**src/host_port_pkg.sv**
```systemverilog
package host_port_pkg;

    // ****************************************************************
    // Widths and register select codes
    // ****************************************************************
    localparam int unsigned ADDR_W       = 18;
    localparam int unsigned DATA_W       = 16;
    localparam logic [1:0]  SEL_CTRL     = 2'h0;
    localparam logic [1:0]  SEL_DATA_INC = 2'h1;
    localparam logic [1:0]  SEL_ADDR     = 2'h2;
    localparam logic [1:0]  SEL_DATA     = 2'h3;
    localparam int unsigned CTRL_IRQ_BIT = 3;

    // ****************************************************************
    // Reset values
    // ****************************************************************
    localparam logic [DATA_W-1:0] DATA_RST = 16'h0000;
    localparam logic [ADDR_W-1:0] ADDR_RST = 18'h00000;
    localparam logic [ADDR_W-1:0] ADDR_ONE = 18'h00001;

    // ****************************************************************
    // Types
    // ****************************************************************
    typedef enum logic [1:0] {
        ST_IDLE,
        ST_MEM,
        ST_HOLD
    } port_state_t;

    typedef struct packed {
        port_state_t       state;
        logic              strobe;
        logic              addr_strobe_n;
        logic              keeper_on;
        logic [ADDR_W-1:0] addr;
        logic              incr;
        logic [DATA_W-1:0] rdata;
        logic              data_oe;
        logic              keep_en;
        logic [DATA_W-1:0] keep_val;
        logic              irq;
        logic              irq_n;
        logic              ready;
        logic              mem_req;
        logic              mem_we;
        logic              mem_sub;
        logic [ADDR_W-1:0] mem_addr;
        logic [DATA_W-1:0] mem_wdata;
        logic              sub_reset_n;
    } port_regs_t;

endpackage

```
**src/host_port_pin_interface.sv**
```systemverilog
`timescale 1ns/1ps
`default_nettype none

// Contract
// - The shared pins act as the host port only while the function select input is low; the interrupt output is not gated by it.
// - In non-multiplexed mode the host's 18-line address bus addresses on-chip RAM directly.
// - A 16-line data bus carries words, driven by the host on writes and by the device on reads.
// - With keepers enabled and the device not driving, each data line holds its last driven level; the keeper skips the multiplexed address phase.
// - Keepers are off at reset and are later switched by the keeper enable bit.
// - The data lines float whenever the output float input is low.
// - In multiplexed mode two select inputs pick the control, address or data register.
// - In multiplexed mode the address strobe latches the address into the address register.
// - The ready output tells the host when the next transfer may start.
// - The subsystem select input chooses which subsystem the host reaches.
// - The dedicated host port reset resets the port and both subsystems.
// - In multiplexed mode the device interrupts the host low; writing one to the bit clears it.
module host_port_pin_interface
    import host_port_pkg::*;
(
    input  wire logic              clk_sys,
    input  wire logic              rst_n,
    input  wire logic              host_port_reset_n,
    input  wire logic              port_function_sel,
    input  wire logic              host_mux_mode_sel,
    input  wire logic              subsystem_select,
    input  wire logic              output_float_n,
    input  wire logic              keeper_enable_bit,
    input  wire logic [ADDR_W-1:0] host_addr_in,
    input  wire logic [DATA_W-1:0] host_data_in,
    input  wire logic              host_reg_sel_lo,
    input  wire logic              host_reg_sel_hi,
    input  wire logic              host_select_n,
    input  wire logic              host_strobe_one_n,
    input  wire logic              host_strobe_two_n,
    input  wire logic              host_read_not_write,
    input  wire logic              host_addr_strobe_n,
    input  wire logic              dsp_irq_set,
    input  wire logic              mem_ack,
    input  wire logic [DATA_W-1:0] mem_rdata,
    output logic      [DATA_W-1:0] host_data_out,
    output logic      [DATA_W-1:0] host_data_oe,
    output logic                   host_keep_en,
    output logic      [DATA_W-1:0] host_keep_val,
    output logic                   host_port_ready,
    output logic                   host_irq_n,
    output logic                   mem_req,
    output logic                   mem_we,
    output logic                   mem_sub,
    output logic      [ADDR_W-1:0] mem_addr,
    output logic      [DATA_W-1:0] mem_wdata,
    output logic                   subsys_reset_n
);

    // ****************************************************************
    // Reset image and decode helpers
    // ****************************************************************
    localparam port_regs_t REGS_RST = '{
        state: ST_IDLE, strobe: 1'b0, addr_strobe_n: 1'b1, keeper_on: 1'b0,
        addr: ADDR_RST, incr: 1'b0, rdata: DATA_RST, data_oe: 1'b0,
        keep_en: 1'b0, keep_val: DATA_RST, irq: 1'b0, irq_n: 1'b1,
        ready: 1'b1, mem_req: 1'b0, mem_we: 1'b0, mem_sub: 1'b0,
        mem_addr: ADDR_RST, mem_wdata: DATA_RST, sub_reset_n: 1'b0
    };

    // Both data-register codes reach RAM; only one of them steps the address.
    function automatic logic is_data_sel(input logic [1:0] sel);
        is_data_sel = (sel == SEL_DATA) || (sel == SEL_DATA_INC);
    endfunction

    port_regs_t        q;
    port_regs_t        d;
    logic              hpi_mode;
    logic              mux_mode;
    logic              strobe;
    logic              start;
    logic [1:0]        sel;
    logic [DATA_W-1:0] ctrl_word;

    // ****************************************************************
    // Next-state logic
    // ****************************************************************
    // All port state is computed here; the pins change one clock later.
    always_comb begin
        d         = q;
        hpi_mode  = ~port_function_sel;
        mux_mode  = ~host_mux_mode_sel;
        strobe    = hpi_mode & ~host_select_n & (~host_strobe_one_n | ~host_strobe_two_n);
        start     = strobe & ~q.strobe;
        sel       = mux_mode ? {host_reg_sel_hi, host_reg_sel_lo} : SEL_DATA;
        ctrl_word = DATA_RST;
        ctrl_word[CTRL_IRQ_BIT] = q.irq;
        d.strobe        = strobe;
        d.addr_strobe_n = host_addr_strobe_n;
        d.keeper_on     = keeper_enable_bit;
        d.sub_reset_n   = 1'b1;
        // A new interrupt in the clearing cycle survives the clear.
        d.irq = q.irq | dsp_irq_set;
        // Address strobe falling edge latches the shared lines as an address.
        if (hpi_mode && mux_mode && q.addr_strobe_n && !host_addr_strobe_n) begin
            d.addr = {2'h0, host_data_in};
        end
        unique case (q.state)
            ST_IDLE: begin
                if (start) begin
                    d.state     = ST_HOLD;
                    d.incr      = (sel == SEL_DATA_INC);
                    d.mem_sub   = subsystem_select;
                    d.mem_addr  = mux_mode ? q.addr : host_addr_in;
                    d.mem_wdata = host_data_in;
                    d.mem_we    = ~host_read_not_write;
                    if (is_data_sel(sel)) begin
                        d.mem_req = 1'b1;
                        d.state   = ST_MEM;
                    end else if (host_read_not_write) begin
                        d.rdata = (sel == SEL_ADDR) ? q.addr[DATA_W-1:0] : ctrl_word;
                    end else if (sel == SEL_ADDR) begin
                        d.addr = {2'h0, host_data_in};
                    end else if (host_data_in[CTRL_IRQ_BIT] && !dsp_irq_set) begin
                        d.irq = 1'b0;
                    end
                end
            end
            ST_MEM: begin
                if (mem_ack) begin
                    d.mem_req = 1'b0;
                    d.state   = ST_HOLD;
                    if (!q.mem_we) begin
                        d.rdata = mem_rdata;
                    end
                    if (q.incr) begin
                        d.addr = q.addr + ADDR_ONE;
                    end
                end
            end
            ST_HOLD: begin
                if (!strobe) begin
                    d.state = ST_IDLE;
                end
            end
        endcase
        // Ready only while the next transfer can be taken.
        d.ready   = (d.state == ST_IDLE) & hpi_mode;
        // Read data is driven only after it is valid, and never while floated.
        d.data_oe = hpi_mode & output_float_n & strobe & host_read_not_write
                    & (d.state == ST_HOLD);
        // The keeper sits only on a bus the device is not driving; the keeper bit is honoured after reset.
        d.keep_en = q.keeper_on & ~d.data_oe & output_float_n & hpi_mode;
        if (q.data_oe) begin
            d.keep_val = q.rdata;
        end else if (strobe && !host_read_not_write) begin
            d.keep_val = host_data_in;
        end
        d.irq_n = ~(d.irq & mux_mode);
        // The dedicated reset clears the port and holds both subsystems in reset.
        // Ready still follows the function select, so the shared pin stays quiet in memory mode.
        if (!host_port_reset_n) begin
            d       = REGS_RST;
            d.ready = hpi_mode;
        end
    end

    // ****************************************************************
    // State register
    // ****************************************************************
    // Under the async reset only constants load; the strap-like inputs are sampled later.
    always_ff @(posedge clk_sys or negedge rst_n) begin
        if (!rst_n) begin
            q <= REGS_RST;
        end else begin
            q <= d;
        end
    end

    // ****************************************************************
    // Outputs
    // ****************************************************************
    // Every pin comes straight from the state register.
    assign host_data_out   = q.rdata;
    assign host_data_oe    = {DATA_W{q.data_oe}};
    assign host_keep_en    = q.keep_en;
    assign host_keep_val   = q.keep_val;
    assign host_port_ready = q.ready;
    assign host_irq_n      = q.irq_n;
    assign mem_req         = q.mem_req;
    assign mem_we          = q.mem_we;
    assign mem_sub         = q.mem_sub;
    assign mem_addr        = q.mem_addr;
    assign mem_wdata       = q.mem_wdata;
    assign subsys_reset_n  = q.sub_reset_n;
endmodule

`default_nettype wire

```
**config.mk**
```make
export PLATFORM = sky130hd
export DESIGN_NAME = host_port_pin_interface
export DESIGN_NICKNAME = d
export VERILOG_FILES = /design/src/host_port_pkg.sv /design/src/host_port_pin_interface.sv
export SDC_FILE = /design/constraint.sdc
export NUM_CORES = 1
export LEC_CHECK = 0
export ABC_CLOCK_PERIOD_IN_PS = 1900
export BUFFER_PORTS_ARGS = -buffer_cell sky130_fd_sc_hd__buf_2
export CORE_ASPECT_RATIO = 0.9
export CORE_MARGIN = 8
export CORE_UTILIZATION = 48
export CTS_BUF_LIST = sky130_fd_sc_hd__clkbuf_8
export DETAILED_ROUTE_END_ITERATION = 7
export GPL_TIMING_DRIVEN = 0
export HOLD_SLACK_MARGIN = 0.06
export PLACE_DENSITY = 0.83
export SYNTH_ARGS = -nofsm -noshare
export SYNTH_HDL_FRONTEND = slang
export SYNTH_SLANG_ARGS = --single-unit
```
**constraint.sdc**
```tcl
create_clock -name clk_sys -period 1.9 [get_ports clk_sys]
set_clock_uncertainty 0.2 [all_clocks]
set_input_delay 0.38 -clock clk_sys [delete_from_list [all_inputs] [get_ports clk_sys]]
set_output_delay 0.38 -clock clk_sys [all_outputs]
set_load 0.01 [all_outputs]
```
## After elaboration in Yosys (flattened, before gate mapping)

Cells that the tools add are included.

- Add/subtract/negate cells: 1
- Equal/unequal tests: 16
- Multiplexer cells: 36
- Bitwise logic cells: 23
- Reduce and logical (&&, ||, !) cells: 14

Operators with widths:

| kind | number |
|---|---|
| $mux 18 | 7 |
| $mux 16 | 7 |
| $mux 99 | 1 |
| $mux 37 | 1 |
| $mux 36 | 1 |
| $pmux 18 s2 | 1 |
| $mux 35 | 1 |
| $pmux 16 s2 | 1 |
| $add 18x1->18 const B | 1 |
| $ne 3x3->1 const B | 6 |
| $and 1x1->1 | 12 |
| $mux 2 | 5 |
| $mux 1 | 9 |
| $not 1->1 | 9 |
| $eq 2x2->1 const B | 4 |
| $ne 3x1->1 const B | 2 |
| $pmux 2 s3 | 1 |
| $reduce_and 6->1 | 1 |
| $logic_and 1x1->1 | 5 |
| $eq 2x1->1 const B | 2 |
| $logic_not 2->1 | 2 |
| $ne 2x1->1 const B | 2 |
| $reduce_and 4->1 | 1 |
| $logic_not 1->1 | 3 |
| 4 further kinds | 5 |

- Flip-flop bits (word level): 99
- Bits of input ports: 67
- Output and inout port bits: 89
- Logic and storage cells: 109

## Logic depth before layout (Yosys ltp)

- Depth after elaboration: 13
- Mapped depth: 8

## Worst setup path after synthesis

No wires, ideal clock.

- Path kind: input to register
- Start: input port_function_sel
- End: register q[79] (netlist bit)
- Arrival time: 1.858 ns
- Slack: -0.282 ns
- Cell stages on the path: 8
- Path buffers: 3
- Cell sequence: buf_6 -> a2111o_1 -> buf_6 -> or3_1 -> buf_6 -> nor2_2 -> a211oi_1 -> o31a_1

RTL lines:

| item | line | source |
|---|---|---|
| from (decl) | host_port_pin_interface.sv:23 | `input wire logic port_function_sel,` |
| to (signal assigned) | host_port_pin_interface.sv:168 | `q <= REGS_RST;` |
| to (signal assigned) | host_port_pin_interface.sv:170 | `q <= d;` |
| to (decl) | host_port_pin_interface.sv:70 | `port_regs_t q;` |

==> metrics.txt <==
number of placed instances, taps included=1006; proportion of synthesized flip-flops having asynchronous set or reset=100.0%; Worst Path Buf+Inv=0; actual slew at the worst max-slew pin=836.8 ps; slowest cell on the critical path=dfstp_2; count of flip-flops with a built-in enable after synthesis=0; wire length of the first global-routing pass=32790 um; number of instances in the synthesized netlist=689; sequential share of the synthesized area=40.59%; DR DRC count=0; data required time at the worst endpoint=1980 ps; initial antenna violation count=0; Routed Antenna Nets=0; Post-Syn Area=6112 um2; CTS Root Cell=clkbuf_8; total leakage power=4.184 nW; antenna cells=0; Max-Cap Viols=0; GRT Util Overall=25.00%; TritonCTS clock tree=built; post-route core utilization=70.60%; commonest non-fill, non-tap cells in the layout=153 x buf_2, 113 x buf_4, 87 x dfrtp_1; Min Clock Period, post-route=2114 ps; portion of the clock cycle consumed by the worst path in the final layout=111.3%; NumNets Final=985; global route total overflow=0; area of the core region=12540 um2; average via count per standard cell=5.823; GRT Max-Usage Layer=met2; result of the run=finished with violations; failing checks=negative setup slack; via count of the first global-routing pass=6140; largest fanout on the critical path=2; Synth Warn #=0; cells along the critical path=or4b_4 > o31a_1 > mux2_4 > o211ai_1 > nand2_1; share of the synthesized area in the top cell type=39.30%; routed wirelength normalized by instance count=20.31 um; top achievable clock speed=472.9 MHz; highest ir drop seen on vdd=0.0004682 V; Worst Setup Start Kind=flop; IO Port Bufs=152; type of the tightest min-delay check=in2reg; gate family responsible for the most delay along the worst path=simple AND/OR/NAND/NOR gates; starting density of the core=48.74%; worst setup slack after layout=-214.5 ps; arrival time at the worst endpoint=2190 ps; Fin. Hold Viols=0; total number of H-tree levels=3; unrepaired setup endpoints after global routing=yes; relative area change from synthesis to final layout=44.85%; setup violation total in the final timing report=57; Clock Latency Late Sink=400 ps; met2 track demand over resource=38.89%; type of element capturing the critical path=flop; gpl congestion=0.9363; synthesized area per cell=8.871 um2; Die Wd=134.9 um; number of nets in the synthesized netlist=760; overall die height=123.1 um; ranking of synthesized cells by area=dfrtp_1 39%, buf_4 10%, mux2i_1 6.7%; Final HPWL DP=14480 um; tightest slew margin relative to the limit=44.21%; number of DRC markers after the initial detailed-route iteration=575; Distinct cells, synth=59; vias after detailed routing=6300; clock tree sinks=99; leading cell type in the layout, fill and taps excluded=buf_2; Total Routed Length=21970 um; placed instance area=7197 um2; met3 GRT Util=7.555%; Clock Pin Slew Worst Setup and Hold Paths=100 ps; total negative slack for setup checks=-4215 ps; floorplan die area=16610 um2; CP max stage delay=530 ps; total CTS buffers=9; maximum number of pins on one net before global-route repair=55; Primary FF master, synth=dfrtp_1; number of buffers on the longest clock path=2; pwr/cell area=649.4 nW/um2; startpoint-to-endpoint class of the critical path=reg2reg; 1st-pass router iterations=5; overall power consumption=5.749 mW; share of layout cells above drive strength 1=50.98%; # fillers=939; fraction of met1 tracks used by global routing=31.88%; Finished Cell Area=8853 um2; most area-hungry cell type in the Yosys netlist=dfrtp_1; Row Count=39; Final Non-Filler Cells=1082; flip-flop and latch count after synthesis=99; Top Ports=156; final-report max-slew violation count=0
-- sequential cells by signal, indices dropped and copies added (netlist names), 16 cells and up --
| signal | cells |
|---|---|
| host_keep_val | 16 |
| mem_wdata | 16 |
| host_data_out | 16 |
| q | 24 |
| mem_addr | 18 |
-- worst paths after layout --
path	start	endpoint	slack [ps]	cells past startpoint
max	q[95]	q[88]	-210	5
min	host_data_in[2]	mem_wdata[2]	80	3
max reg2reg	q[95]	q[88]	-210	5
min reg2reg	host_keep_val[10]	host_keep_val[10]	290	2
max in group asynchronous	rst_n	host_port_ready	430	3
min in group asynchronous	rst_n	mem_wdata[0]	350	2
-- where the power goes --
part           internal [mW]  leakage [nW]  switching (mW)
Clock                  0.501        0.0874           0.774
Combinational          0.944          2.78            1.12
Sequential              2.27          1.32           0.139
Total                   3.71          4.18            2.04
-- cells by family (layout without fill, tap and decap cells) --
| kind of cell | Yosys count | after routing | synth area share [%] |
|---|---|---|---|
| fa+ha+maj | 4 | 4 | 0.8189 |
| flops | 99 | 99 | 40.59 |
| mux | 42 | 42 | 6.899 |
| compound gates | 182 | 182 | 20.27 |
| simple gates | 191 | 191 | 14.72 |
| xor+xnor | 7 | 7 | 1.003 |
| buf+inv | 164 | 393 | 15.70 |
-- synthesized netlist by cell type (7+ instances only) --
library cell	instances
buf_4	82
inv_1	31
clkbuf_1	34
dfrtp_1	96
a21oi_1	37
a211oi_1	22
nor2_1	38
o211ai_1	7
o31ai_1	22
nand2_1	83
buf_2	11
nand3_1	27
o21ai_0	32
a22oi_1	7
mux2i_1	41
a22o_1	15
o22ai_1	8
-- layout make-up --
type	instances	area, um2	area share (%)
Multi-Input combinational cell	426	3347	37.80
Sequential cell	99	2492	28.15
Timing Repair Buffer	221	1516	17.13
Buffer	125	999.7	11.29
Tap cell	164	205.2	2.318
Clock buffer	10	137.6	1.555
Inverter	32	123.9	1.399
Clock inverter	5	31.28	0.3533
-- worst min-delay path, delay by kind of cell --
kind	cells	cell delay, ps
and+or+nand+nor	1	60
buffers and inverters	1	140
AOI/OAI and AO/OA	1	50
-- per-layer routing --
layer | vias to the layer above | routed length [um] | share of wire (%)
li1 | 2812 | - | -
met5 | - | 0 | 0
met3 | 81 | 2287 | 10
met1 | 3048 | 8644 | 39
met2 | 359 | 10210 | 46
met4 | 0 | 833 | 3.8
-- what timing repair did --
action                                 in CTS  in global routing
gates resized for setup                   128                131
hold buffers                               13                  0
endpoints found under the hold margin      59                  0
setup buffers                              32                 18
setup endpoints to repair                 109                 90
gates cloned                                5                  1
pin swaps                                  47                 51
-- stage by stage --
step                      setup WS [ps]  hold slack [ps]
after global placement           -815.2            263.5
after floorplan                  -264.1           -115.6
after CTS                        -236.2            61.14
after detailed placement         -501.7            237.8
final                            -214.5            75.28
after global routing             -237.1            66.84
Power figures use the tool's default switching activity.
